**src/gdio_pkg.sv**
```systemverilog
// Package for the general digital I/O port: map, widths, carriers
package gdio_pkg;
  localparam int GDIO_PORT_W = 8;
  localparam int GDIO_ADDR_W = 8;
  localparam int GDIO_DATA_W = 32;
  // Register byte offsets
  localparam logic [7:0] GDIO_OFS_OUT = 8'h00;
  localparam logic [7:0] GDIO_OFS_DIR = 8'h04;
  localparam logic [7:0] GDIO_OFS_PIN = 8'h08;
  localparam logic [7:0] GDIO_OFS_CTRL = 8'h0c;
  localparam logic [7:0] GDIO_OFS_OUT_SET = 8'h10;
  localparam logic [7:0] GDIO_OFS_OUT_CLR = 8'h14;
  localparam logic [7:0] GDIO_OFS_DIR_SET = 8'h18;
  localparam logic [7:0] GDIO_OFS_DIR_CLR = 8'h1c;
  // Control register field
  localparam int GDIO_CTRL_PUD_BIT = 0;
  // Reset values
  localparam logic GDIO_RST_BIT = 1'b0;
  localparam logic GDIO_WAIT_RST = 1'b1;
  localparam logic [31:0] GDIO_RDATA_RST = 32'h0000_0000;

  // Per-pin pad drive, one bit per pin in each field
  typedef struct packed {
    logic [GDIO_PORT_W-1:0] drv_val;
    logic [GDIO_PORT_W-1:0] drv_en;
    logic [GDIO_PORT_W-1:0] pu_en;
  } gdio_pad_t;

  // Avalon-MM request from the master
  typedef struct packed {
    logic [GDIO_ADDR_W-1:0] address;
    logic read;
    logic write;
    logic [GDIO_DATA_W-1:0] writedata;
  } gdio_req_t;
endpackage : gdio_pkg

```
**src/gdio_port.sv**
```systemverilog
// General digital I/O port with Avalon-MM register slave
//
// Local design decisions: the Avalon-MM slave port and the address map.
`timescale 1ns/1ps
`default_nettype none
module gdio_port
  import gdio_pkg::*;
#(
  parameter int PORT_W = GDIO_PORT_W
) (
  input wire logic sys_clk, // 250 MHz system clock
  input wire logic rst_n, // Async reset, active low
  input wire gdio_req_t avs_req, // Avalon request group
  output logic [GDIO_DATA_W-1:0] avs_readdata, // Read data
  output logic avs_waitrequest, // High stalls the master
  input wire logic [PORT_W-1:0] pin_level_in, // Resolved pad level
  output logic [PORT_W-1:0] pin_drive_out, // Pad output value
  output logic [PORT_W-1:0] pin_drive_oe, // Pad output enable
  output logic [PORT_W-1:0] pin_pullup_en // Pad pull-up enable
);

  // three bits per pin
  // Port words: bit n of each word belongs to pin n
  logic [PORT_W-1:0] pin_direction_q;
  logic [PORT_W-1:0] pin_direction_d;
  logic [PORT_W-1:0] pin_output_value_q;
  logic [PORT_W-1:0] pin_output_value_d;
  logic [PORT_W-1:0] pin_input_q;
  // Shared by every pin of this port; each port instance has its own
  logic global_pullup_disable_q;
  logic global_pullup_disable_d;
  // Bus slave: one wait cycle, then the answer
  logic wait_q;
  logic wait_d;
  logic [GDIO_DATA_W-1:0] rdata_q;
  logic [GDIO_DATA_W-1:0] rdata_d;
  // Pad flops, gathered from the per-pin cells
  logic [PORT_W-1:0] drv_val_q;
  logic [PORT_W-1:0] drv_en_q;
  logic [PORT_W-1:0] pu_en_q;
  // Request phases
  logic req_any;
  logic req_first;
  logic access;
  logic [PORT_W-1:0] wbits;
  // Port-wide strobes, one set for all pins of the port
  logic write_output_strobe;
  logic write_direction_strobe;
  logic write_input_loc_strobe;
  logic write_ctrl_strobe;
  logic write_out_set_strobe;
  logic write_out_clr_strobe;
  logic write_dir_set_strobe;
  logic write_dir_clr_strobe;
  logic read_output_strobe;
  logic read_direction_strobe;
  logic read_pin_strobe;
  logic read_ctrl_strobe;

  // Zero-extends a port-wide value onto the data bus
  function automatic logic [GDIO_DATA_W-1:0] widen(
    input logic [PORT_W-1:0] v
  );
    logic [GDIO_DATA_W-1:0] r;
    r = '0;
    r[PORT_W-1:0] = v;
    return r;
  endfunction : widen

  // Address match, used by both the read and the write decode
  function automatic logic hit(
    input logic [GDIO_ADDR_W-1:0] a,
    input logic [7:0] ofs
  );
    return a == ofs;
  endfunction : hit

  // Access completes in the cycle that waitrequest is low
  // Limitation: a master that drops its request in the wait cycle
  // leaves the prepared read data unclaimed; nothing else is disturbed
  assign req_any = avs_req.read | avs_req.write;
  assign req_first = req_any & wait_q;
  assign access = req_any & ~wait_q;
  assign wbits = avs_req.writedata[PORT_W-1:0];

  // strobes shared per port
  // Decoded once from the address; every pin cell sees the same strobe,
  // so a wider port costs no extra decode logic
  assign write_output_strobe = access & avs_req.write &
    hit(avs_req.address, GDIO_OFS_OUT);
  assign write_direction_strobe = access & avs_req.write &
    hit(avs_req.address, GDIO_OFS_DIR);
  assign write_input_loc_strobe = access & avs_req.write &
    hit(avs_req.address, GDIO_OFS_PIN);
  assign write_ctrl_strobe = access & avs_req.write &
    hit(avs_req.address, GDIO_OFS_CTRL);
  assign write_out_set_strobe = access & avs_req.write &
    hit(avs_req.address, GDIO_OFS_OUT_SET);
  assign write_out_clr_strobe = access & avs_req.write &
    hit(avs_req.address, GDIO_OFS_OUT_CLR);
  assign write_dir_set_strobe = access & avs_req.write &
    hit(avs_req.address, GDIO_OFS_DIR_SET);
  assign write_dir_clr_strobe = access & avs_req.write &
    hit(avs_req.address, GDIO_OFS_DIR_CLR);
  assign read_output_strobe = req_first & avs_req.read &
    hit(avs_req.address, GDIO_OFS_OUT);
  assign read_direction_strobe = req_first & avs_req.read &
    hit(avs_req.address, GDIO_OFS_DIR);
  assign read_pin_strobe = req_first & avs_req.read &
    hit(avs_req.address, GDIO_OFS_PIN);
  assign read_ctrl_strobe = req_first & avs_req.read &
    hit(avs_req.address, GDIO_OFS_CTRL);

  // Bus group: waitrequest falls for exactly one cycle per access
  always_comb begin
    wait_d = GDIO_WAIT_RST;
    rdata_d = rdata_q;
    // Read data is prepared while waitrequest is high, so it is
    // registered and stands for the whole answer cycle
    if (req_first) begin
      wait_d = 1'b0;
      rdata_d = GDIO_RDATA_RST;
      if (read_output_strobe) begin
        rdata_d = widen(pin_output_value_q);
      end else if (read_direction_strobe) begin
        rdata_d = widen(pin_direction_q);
      end else if (read_pin_strobe) begin
        rdata_d = widen(pin_input_q);
      end else if (read_ctrl_strobe) begin
        rdata_d[GDIO_CTRL_PUD_BIT] = global_pullup_disable_q;
      end
    end
  end

  // Bus group flops; waitrequest rests high through reset
  // Trade-off: one wait cycle per access buys registered read data
  always_ff @(posedge sys_clk or negedge rst_n) begin
    if (!rst_n) begin
      wait_q <= GDIO_WAIT_RST;
      rdata_q <= GDIO_RDATA_RST;
    end else begin
      wait_q <= wait_d;
      rdata_q <= rdata_d;
    end
  end

  // Register group: at most one strobe is live in any cycle, since
  // they all come from the one address of the current access
  always_comb begin
    pin_direction_d = pin_direction_q;
    pin_output_value_d = pin_output_value_q;
    global_pullup_disable_d = global_pullup_disable_q;
    if (write_output_strobe) begin
      pin_output_value_d = wbits;
    end
    if (write_direction_strobe) begin
      pin_direction_d = wbits;
    end
    if (write_input_loc_strobe) begin
      pin_output_value_d = pin_output_value_q ^ wbits;
    end
    if (write_ctrl_strobe) begin
      global_pullup_disable_d = avs_req.writedata[GDIO_CTRL_PUD_BIT];
    end
    if (write_out_set_strobe) begin
      pin_output_value_d = pin_output_value_q | wbits;
    end
    if (write_out_clr_strobe) begin
      pin_output_value_d = pin_output_value_q & ~wbits;
    end
    if (write_dir_set_strobe) begin
      pin_direction_d = pin_direction_q | wbits;
    end
    if (write_dir_clr_strobe) begin
      pin_direction_d = pin_direction_q & ~wbits;
    end
  end

  // inputs, no pull-up
  // Register group flops; reset leaves every pin an input, pull-up off
  always_ff @(posedge sys_clk or negedge rst_n) begin
    if (!rst_n) begin
      pin_direction_q <= '0;
      pin_output_value_q <= '0;
      global_pullup_disable_q <= GDIO_RST_BIT;
    end else begin
      pin_direction_q <= pin_direction_d;
      pin_output_value_q <= pin_output_value_d;
      global_pullup_disable_q <= global_pullup_disable_d;
    end
  end

  // pins independent of each other
  // One cell per pin; a cell reads only its own bit of each word, so
  // an override added to one pin later touches that cell alone
  genvar g;
  generate
    for (g = 0; g < PORT_W; g = g + 1) begin : g_pin
      logic drive_en_d;
      logic drive_en_q;
      logic drive_val_d;
      logic drive_val_q;
      logic pullup_d;
      logic pullup_q;
      logic hold_d;
      logic hold_q;
      logic sample_d;
      logic sample_q;

      // Pad drive follows the next register values, so the pads
      // change at the same edge as the registers
      always_comb begin
        drive_en_d = pin_direction_d[g];
        drive_val_d = pin_output_value_d[g] & pin_direction_d[g];
        pullup_d = ~pin_direction_d[g] & pin_output_value_d[g] &
          ~global_pullup_disable_d;
      end

      // drivers off without clock
      // Async clear, so the pad floats even while the clock is stopped;
      // a synchronous clear would leave the pin driven until an edge
      always_ff @(posedge sys_clk or negedge rst_n) begin
        if (!rst_n) begin
          drive_en_q <= GDIO_RST_BIT;
          drive_val_q <= GDIO_RST_BIT;
          pullup_q <= GDIO_RST_BIT;
        end else begin
          drive_en_q <= drive_en_d;
          drive_val_q <= drive_val_d;
          pullup_q <= pullup_d;
        end
      end

      // Synchroniser inputs: the pad level, then the held level
      // Only the second stage reads the first; nothing else may tap
      // hold_q, since it can still be settling
      always_comb begin
        hold_d = pin_level_in[g];
        sample_d = hold_q;
      end

      // hold on falling edge
      // Stands in for the low-phase latch; one clock, opposite edge
      always_ff @(negedge sys_clk or negedge rst_n) begin
        if (!rst_n) begin
          hold_q <= GDIO_RST_BIT;
        end else begin
          hold_q <= hold_d;
        end
      end

      always_ff @(posedge sys_clk or negedge rst_n) begin
        if (!rst_n) begin
          sample_q <= GDIO_RST_BIT;
        end else begin
          sample_q <= sample_d;
        end
      end

      // Gather the cell's flops into the port words
      assign drv_en_q[g] = drive_en_q;
      assign drv_val_q[g] = drive_val_q;
      assign pu_en_q[g] = pullup_q;
      assign pin_input_q[g] = sample_q;
    end
  endgenerate

  // Top outputs come straight from the flops above; no logic here,
  // so pad timing does not depend on the decode depth
  assign avs_readdata = rdata_q;
  assign avs_waitrequest = wait_q;
  assign pin_drive_out = drv_val_q;
  assign pin_drive_oe = drv_en_q;
  assign pin_pullup_en = pu_en_q;

endmodule : gdio_port
`default_nettype wire

```
**config.mk**
```make
export PLATFORM = sky130hd
export DESIGN_NAME = gdio_port
export DESIGN_NICKNAME = d
export VERILOG_FILES = /design/src/gdio_pkg.sv /design/src/gdio_port.sv
export SDC_FILE = /design/constraint.sdc
export NUM_CORES = 1
export LEC_CHECK = 0
export BUFFER_PORTS_ARGS = -buffer_cell sky130_fd_sc_hd__buf_4
export CELL_PAD_IN_SITES_DETAIL_PLACEMENT = 0
export CELL_PAD_IN_SITES_GLOBAL_PLACEMENT = 2
export CORE_MARGIN = 4
export CORE_UTILIZATION = 33
export DETAILED_ROUTE_END_ITERATION = 12
export GPL_TIMING_DRIVEN = 0
export HOLD_SLACK_MARGIN = 0.1
export PLACE_DENSITY = 0.95
export SLEW_MARGIN = 30
export SYNTH_ARGS = -nofsm -noshare
export SYNTH_HDL_FRONTEND = slang
export SYNTH_SLANG_ARGS = --single-unit
```
**constraint.sdc**
```tcl
create_clock -name sys_clk -period 4.5 [get_ports sys_clk]
set_clock_uncertainty 0.1 [all_clocks]
set_input_delay 0.9 -clock sys_clk [delete_from_list [all_inputs] [get_ports sys_clk]]
set_output_delay 0.9 -clock sys_clk [all_outputs]
set_load 0.01 [all_outputs]
```
==> results of run 1 <==
[path summary, 6_finish.rpt]
| path | slack (ns) | cells past startpoint | end | from |
|---|---|---|---|---|
| max | 1.13 | 1 | g_pin[3].hold_q$_DFF_NN0_ | rst_n |
| min | 0.38 | 2 | avs_readdata[6]$_DFFE_PN0N_ | g_pin[6].sample_q$_DFF_PN0_ |
| max reg2reg | 1.71 | 0 | g_pin[2].sample_q$_DFF_PN0_ | g_pin[2].hold_q$_DFF_NN0_ |
| min reg2reg | 0.38 | 2 | avs_readdata[6]$_DFFE_PN0N_ | g_pin[6].sample_q$_DFF_PN0_ |
| max in group sys_clk | 1.32 | 1 | g_pin[3].hold_q$_DFF_NN0_ | pin_level_in[3] |
| min in group asynchronous | 0.52 | 1 | g_pin[7].pullup_q$_DFF_PN0_ | rst_n |
[state kept, by name, summed over array words and instances, names as in the netlist]
signal and count:
avs_readdata 8, g_pin.pullup_q 8, pin_output_value_q 8, g_pin.drive_val_q 8, pin_direction_q 7, g_pin.sample_q 8, global_pullup_disable_q 1, g_pin.hold_q 8
g_pin.drive_en_q 1, avs_waitrequest 1
[cell type report]
type	instances	area (um2)	share of cell area
Clock buffer	11	141	0.0343
Sequential cell	58	1450	0.353
Inverter	25	93.8	0.0228
Tap cell	129	161	0.0392
Clock inverter	5	53.8	0.0131
Timing Repair Buffer	61	458	0.111
Buffer	61	434	0.105
Multi-Input combinational cell	185	1320	0.321
[synth_stat cells, types with 9 or more instances]
cell type,instances,area share
inv_1,25,0.029
nor3_1,10,0.016
nand3b_1,9,0.021
o21ai_0,15,0.023
ha_1,16,0.063
dfrtp_1,49,0.38
nand2_1,20,0.023
buf_4,50,0.12
[kinds of logic (layout without fill, tap and decap cells)]
group / after synthesis / after routing
other: 1 / 24
muxes: 8 / 8
AOI/OAI and AO/OA: 58 / 58
buffers and inverters: 86 / 163
and+or+nand+nor: 79 / 79
adders and majority gates: 16 / 16
DFF: 58 / 58
[worst min-delay path: stages, from the launching register on]
cell,delay (ns)
dfrtp_1,0.32
a22oi_1,0.06
o21ai_0,0.07
[through the flow]
stage / area, um2 / utilization / total power [uW]
2_1_floorplan: 3290 / - / 684
3_3_place_gp: 3900 / 0.418 / 758
3_5_place_dp: 3920 / 0.421 / 765
4_1_cts: 4120 / 0.441 / 1240
5_1_grt: 4120 / 0.441 / 1290
6_report: 4120 / 0.441 / 1220
[placed cells by master (no fill, tap or decap), types with 5 or more instances in the layout]
master     instances
buf_4            111
dfrtp_1           49
inv_1             25
conb_1            24
nand2_1           20
ha_1              16
o21ai_0           15
clkbuf_8          10
nand3b_1           9
nor3_1             9
a2111oi_0          8
a221o_1            8
a21oi_2            8
nand4_1            8
nand3_1            8
a21oi_1            8
dfrtn_1            8
clkbuf_1           7
mux2i_1            7
a22oi_1            7
and3_1             5
[report_power, final]
group | internal (uW) | switching [uW]
clock network | 269 | 201
logic | 90.3 | 100
registers | 549 | 15.4
[routing by layer]
metal | vias up | routed length (um) | global-route usage
met1 | 1172 | 3510 | 0.187
met5 | - | 0 | 0
met4 | 0 | 86 | 0.0438
met2 | 74 | 3620 | 0.222
met3 | 12 | 487 | 0.0364
li1 | 1204 | - | -
==> results.md, run 1 <==
- The flow ran to the end, and the final reports show no timing, DRC or antenna violations.
- The fraction of the mapped netlist area in simple logic gates is 0.151.
- Setup repair after global routing left no endpoint under its margin.
- TritonCTS built the clock tree.
- The maximum number of buffers from clock root to sink is 2.
- Adding up every negative setup slack in the final design gives 0 ns.
- The number of instances in the synthesized netlist is 306.
- The worst setup path is launched from a primary input.
- The count of state elements after synthesis is 58.
- In the synthesized netlist the dominant register cell turns out to be dfrtp_1.
- Setup violations remaining at the end of the flow were counted as 0.
- The die outline width is 106 um.
- The type of the tightest min-delay check is reg2reg.
- The transition at the pin with the smallest max-transition slack is 0.843 ns.
- The floorplan step set the die height to 106 um.
- Leaving out filler cells and counting taps, the final layout contains 535.
- The number of setup buffers added after CTS is 0.
- Counting both buffers and inverters, the worst setup path holds a total of 1.
- For this run the aggregate overflow at the end of global routing stands at 0.
- In this run the worst path has a maximum fanout of 58.
- The worst-case IR drop observed on VDD is 0.160 mV.
- The detailed-placement wirelength estimate is 5540 um.
- The die area is 11300 um2.
- In this run the tool buffered the top-level ports with 60 buffer cells.
- The critical path goes through buf_4.
- The number of pins with negative max-slew slack in the final report is 0.
- The fraction of the mapped netlist area in compound gates came to 0.137.
- The first detailed-routing pass ran for 6 iterations.
- The portion of synthesized area spent on multiplexers is 0.0289.
- The count of pins on the block boundary is 109.
- The worst setup path is captured at an async pin.
- The total clock buffers created by CTS is 9.
- The slowest stage of the critical path belongs to the cell buf_4.
- The number of flops mapped to enable cells by yosys is 0.
- For this run, design rule violations remaining after detail routing come to 0.
- The routed wire length is 7700 um.
- The congestion estimate from routability-driven global placement came to 0.834.
- In this run the core area contains 35 standard-cell rows.
- The critical path is of the in2async type.
- For this run, the total global-route usage over all layers was measured as 0.140.
- The number of antenna violations at the first check in global routing is 0.
- The largest net degree at the start of global routing is 59.
- The synthesized netlist contains 41 unique library cells.
- The leakage power of the design is 0.00211 uW.
- The synthesis warning total is 0.
- The kind of cell adding the most delay to the critical path is buffers and inverters.
- The dominant combinational cell family by area after synthesis is buffers and inverters.
- The clock net in this run drives a total of 58 sinks.
- In this run the cell area of the synthesized design comes to 3200 um2.
- The share of synthesized area occupied by flip-flops and latches is 0.454.
- The endpoint required time on the critical path is 2.61 ns.
- The post-detailed-route count of antenna-violating nets is 0.
- The effective utilization at floorplan is 0.343.
- The post-synthesis share of cell area spent on full adders, half adders and majority gates is 0.0626.
- The detailed router finished its first iteration with 145 violations.
- The cell total after placement is 519.
- The layout overhead on the synthesized area is 28.7%.
- The worst-case setup margin in the final layout is 1.13 ns.
- The max-slew headroom at the worst pin is 0.434.
- The worst hold slack after final layout is 0.385 ns.
- The final hold violation count is 0.
- The vias per cell is 4.60.
- The clock root buffer master is clkbuf_8.
- The largest single stage delay on the critical path is 0.55 ns.
- Of the total synthesized cell area, the portion taken by XOR and XNOR cells is 0.
- The via count of the first global-routing pass was 2424.
- The post-synthesis area per instance is 10.5 um2.
- The setup slack at placement is 0.730 ns.
- The count of H-tree levels built during CTS is 3.
- The data arrival time of the worst path is 1.48 ns.
- Hold repair after CTS inserted 0 buffers.
- The proportion of synthesized flip-flops having asynchronous set or reset is 1.00.
- The post-CTS resize count is 0.
- The number of maximum-capacitance violations is 0.
- The fraction of final layout cells with drive strength greater than 1 is 0.382.
- Clock-pin slew was measured on the worst setup and hold paths at 0.06 ns.
- In the final routed layout, each cell accounts on average for 14.4 um.
- Fill cells in the final layout number 910.
- After the last flow step, the layout net total stands at 469.
- The routed layout has 2462 vias.
- For the worst-skew pair, the clock arrives at the later sink with an insertion delay of 0.33 ns.
- The area of the core is 9330 um2.
- 0 antenna diodes ended up in the layout.
- In this run the power density over the cells is 297 nW/um2.
- The first global-routing pass estimated 12300 um of wire.
No activity file was read; power rests on OpenSTA's default activity.
==> inputs of run 2 (changes only) <==
- CORE_UTILIZATION: 33 -> 30
- PLACE_DENSITY: 0.95 -> 0.88
- clock period: 4.5 -> 3.4 ns (I/O delays scaled with it)
==> results.md, run 2 (synthesis gave the netlist of run 1 again) <==
- The detailed-route DRC error count is 0.
- The reported net switching power is 419 uW.
- The commonest non-fill, non-tap cell in the layout is buf_4.
- The flow ran to the end, and the final reports show no timing, DRC or antenna violations.
- Buffers placed on the I/O ports in this run total 60.
- The startpoint identified for the worst register-to-register timing path is avs_waitrequest$_DFF_PN1_.
- The final hold violation count came to 0.
- The cell with the largest stage delay on the worst path is buf_4.
- The endpoint required time on the critical path is 2.06 ns.
- Of the total power, the clock network draws 0.403.
- The maximum number of buffers from clock root to sink is 2.
- The via count of the first global-routing pass came to 2498.
- The worst path meets setup with 0.794 ns of slack.
- The worst hold path belongs to the class in2async.
- The post-CTS resize count is 0.
- Across the run, the number of max-cap violations was 0.
- STA classifies the critical path startpoint as a primary input.
- In this run the vertical extent of the chip is 111 um.
- The number of DRC violations after detailed-routing iteration 0 is 145.
- For this block, the routed nets add up to 7940 um of wire.
- The kind of cell adding the most delay to the critical path is buffers and inverters.
- The setup slack of the worst register-to-register path is 0.99 ns.
- For this configuration, the core starts out at a cell density of 0.309.
- Entering global routing, the biggest net connects 59 pins.
- The cell total after placement is 526.
- The detailed-placement wirelength estimate is 5720 um.
- The floorplan step set the die width to 111 um.
- The global-route wire length before repair is 13000 um.
- Setup violations remaining at the end of the flow were counted as 0.
- The count of H-tree levels built during CTS is 3.
- In the layout the commonest cells are buf_4, dfrtp_1, inv_1.
- The total clock buffers created by CTS is 9.
- The internal portion of the total power is 1250 uW.
- The max-slew headroom at the worst pin is 0.406.
- 0 antenna diodes ended up in the layout.
- The floorplan has 37 rows.
- Clock latency on the worst-skew pair, taken at its later pin, is 0.34 ns.
- The post-detailed-route count of antenna-violating nets is 0.
- The final layout net count is 469.
- The non-filler instance count after layout is 542.
- For this design, the sink count on the clock tree is 58.
- The CTS clock-pin slew for the worst setup and hold paths is 0.07 ns.
- The relative contribution of sequential cells to total power is 0.446.
- The number of setup buffers added after CTS is 0.
- The leakage power of the design is 0.00212 uW.
- By startpoint and endpoint, the worst setup path is classified as in2async.
- The nature of the critical path endpoint is an async pin.
- CTS placed an instance of clkbuf_8 at the clock tree root.
- The layout overhead on the synthesized area is 29.4%.
- The share of total power dissipated in combinational logic is 0.151.
- Together, buffers and inverters on the worst path number 1.
- Of the total power, the share spent switching nets is 0.250.
- After floorplanning, the core was sized to cover 10400 um2.
- The die covers 12400 um2.
- The largest driver fanout on the critical path is 58.
- At the end of the flow the core is filled with cells to 0.399.
- Across all layers, the routed design uses 2427 vias.
- Dividing total power by cell area gives a power density of 404 nW/um2.
- Hold timing on the final database bottoms out at a slack of 0.297 ns.
- The count of pins on the block boundary is 109.
- In the final timing run, aggregate negative setup slack is 0 ns.
- The number of pins with negative max-slew slack in the final report is 0.
- Prior to clock tree synthesis, the placed netlist has a worst setup slack of 0.384 ns.
- The data arrival time of the worst path is 1.27 ns.
- The transition at the pin with the smallest max-transition slack is 0.884 ns.
- The global placement routability congestion is 0.830.
- The routed wirelength normalized by instance count is 14.7 um.
- The logic depth of the worst register-to-register path is 5.
- In the global route stage, overall resource usage came out at 0.133.
- Setup repair after global routing left no endpoint under its margin.
- IR analysis of the VDD net gives a maximum drop of 0.181 mV.
- Hold repair after CTS inserted 0 buffers.
- The number of iterations in the first detailed-routing pass is 5.
- In this run the critical register-to-register path is captured at g_pin[7].pullup_q$_DFF_PN0_.
- The total congestion overflow is 0.
- Walking the worst path, the cells encountered are buf_4.
- The fraction of final layout cells with drive strength greater than 1 is 0.382.
- The number of antenna violations at the first check in global routing came to 0.
- The CTS tree is built.
- In this design, the stage delay of the slowest critical-path cell is 0.55 ns.
- The vias per cell is 4.48.
-- run 2: worst max path at each step --
| stage | from | endpoint | slack [ns] | cells after the start |
|---|---|---|---|---|
| final | rst_n | g_pin[5].hold_q$_DFF_NN0_ | 0.79 | 1 |
| after global routing | rst_n | g_pin[3].hold_q$_DFF_NN0_ | 0.63 | 1 |
| after CTS | rst_n | g_pin[3].hold_q$_DFF_NN0_ | 0.73 | 1 |
| after detailed placement | rst_n | g_pin[3].hold_q$_DFF_NN0_ | 0.38 | 1 |
| after global placement | avs_req[35] | g_pin[6].pullup_q$_DFF_PN0_ | 0.11 | 6 |
| after floorplan | pin_level_in[0] | g_pin[0].hold_q$_DFF_NN0_ | 0.78 | 0 |
-- run 2: stage by stage --
stage	instance area (um2)	power, uW
after CTS	4140	1700
after global placement	3910	1000
after detailed placement	3930	1010
after global routing	4140	1760
final	4140	1670
after floorplan	3290	905
-- run 2: cell type report --
type,count,area (um2)
fill,1050,6230
tap,136,170
sequential,58,1450
clock buffer,10,128
timing repair buffer,61,458
buffer,61,434
clock inverter,6,82.6
inverter,25,93.8
multi-input combinational,185,1320
-- run 2: power by group through the flow --
stage                     Sequential [uW]  Combinational [uW]  Clock (uW)
after floorplan                       754                 151           0
after global placement                758                 247           0
after detailed placement              760                 253           0
after CTS                             747                 253         698
after global routing                  752                 280         730
final                                 746                 252         675
-- run 2: worst register-to-register path, stage by stage (launching register included) --
cell and delay [ns]:
dfstp_2 0.39, or2b_1 0.32, buf_2 0.23, or4_1 0.56
o21ai_2 0.52, nor3_1 0.14
-- run 2: per-layer routing --
| layer | vias to the layer above | global-route usage | wire length (um) |
|---|---|---|---|
| met4 | 0 | 0.0454 | 138 |
| li1 | 1203 | - | - |
| met3 | 9 | 0.0398 | 434 |
| met1 | 1140 | 0.176 | 3620 |
| met5 | - | 0 | 0 |
| met2 | 75 | 0.207 | 3750 |
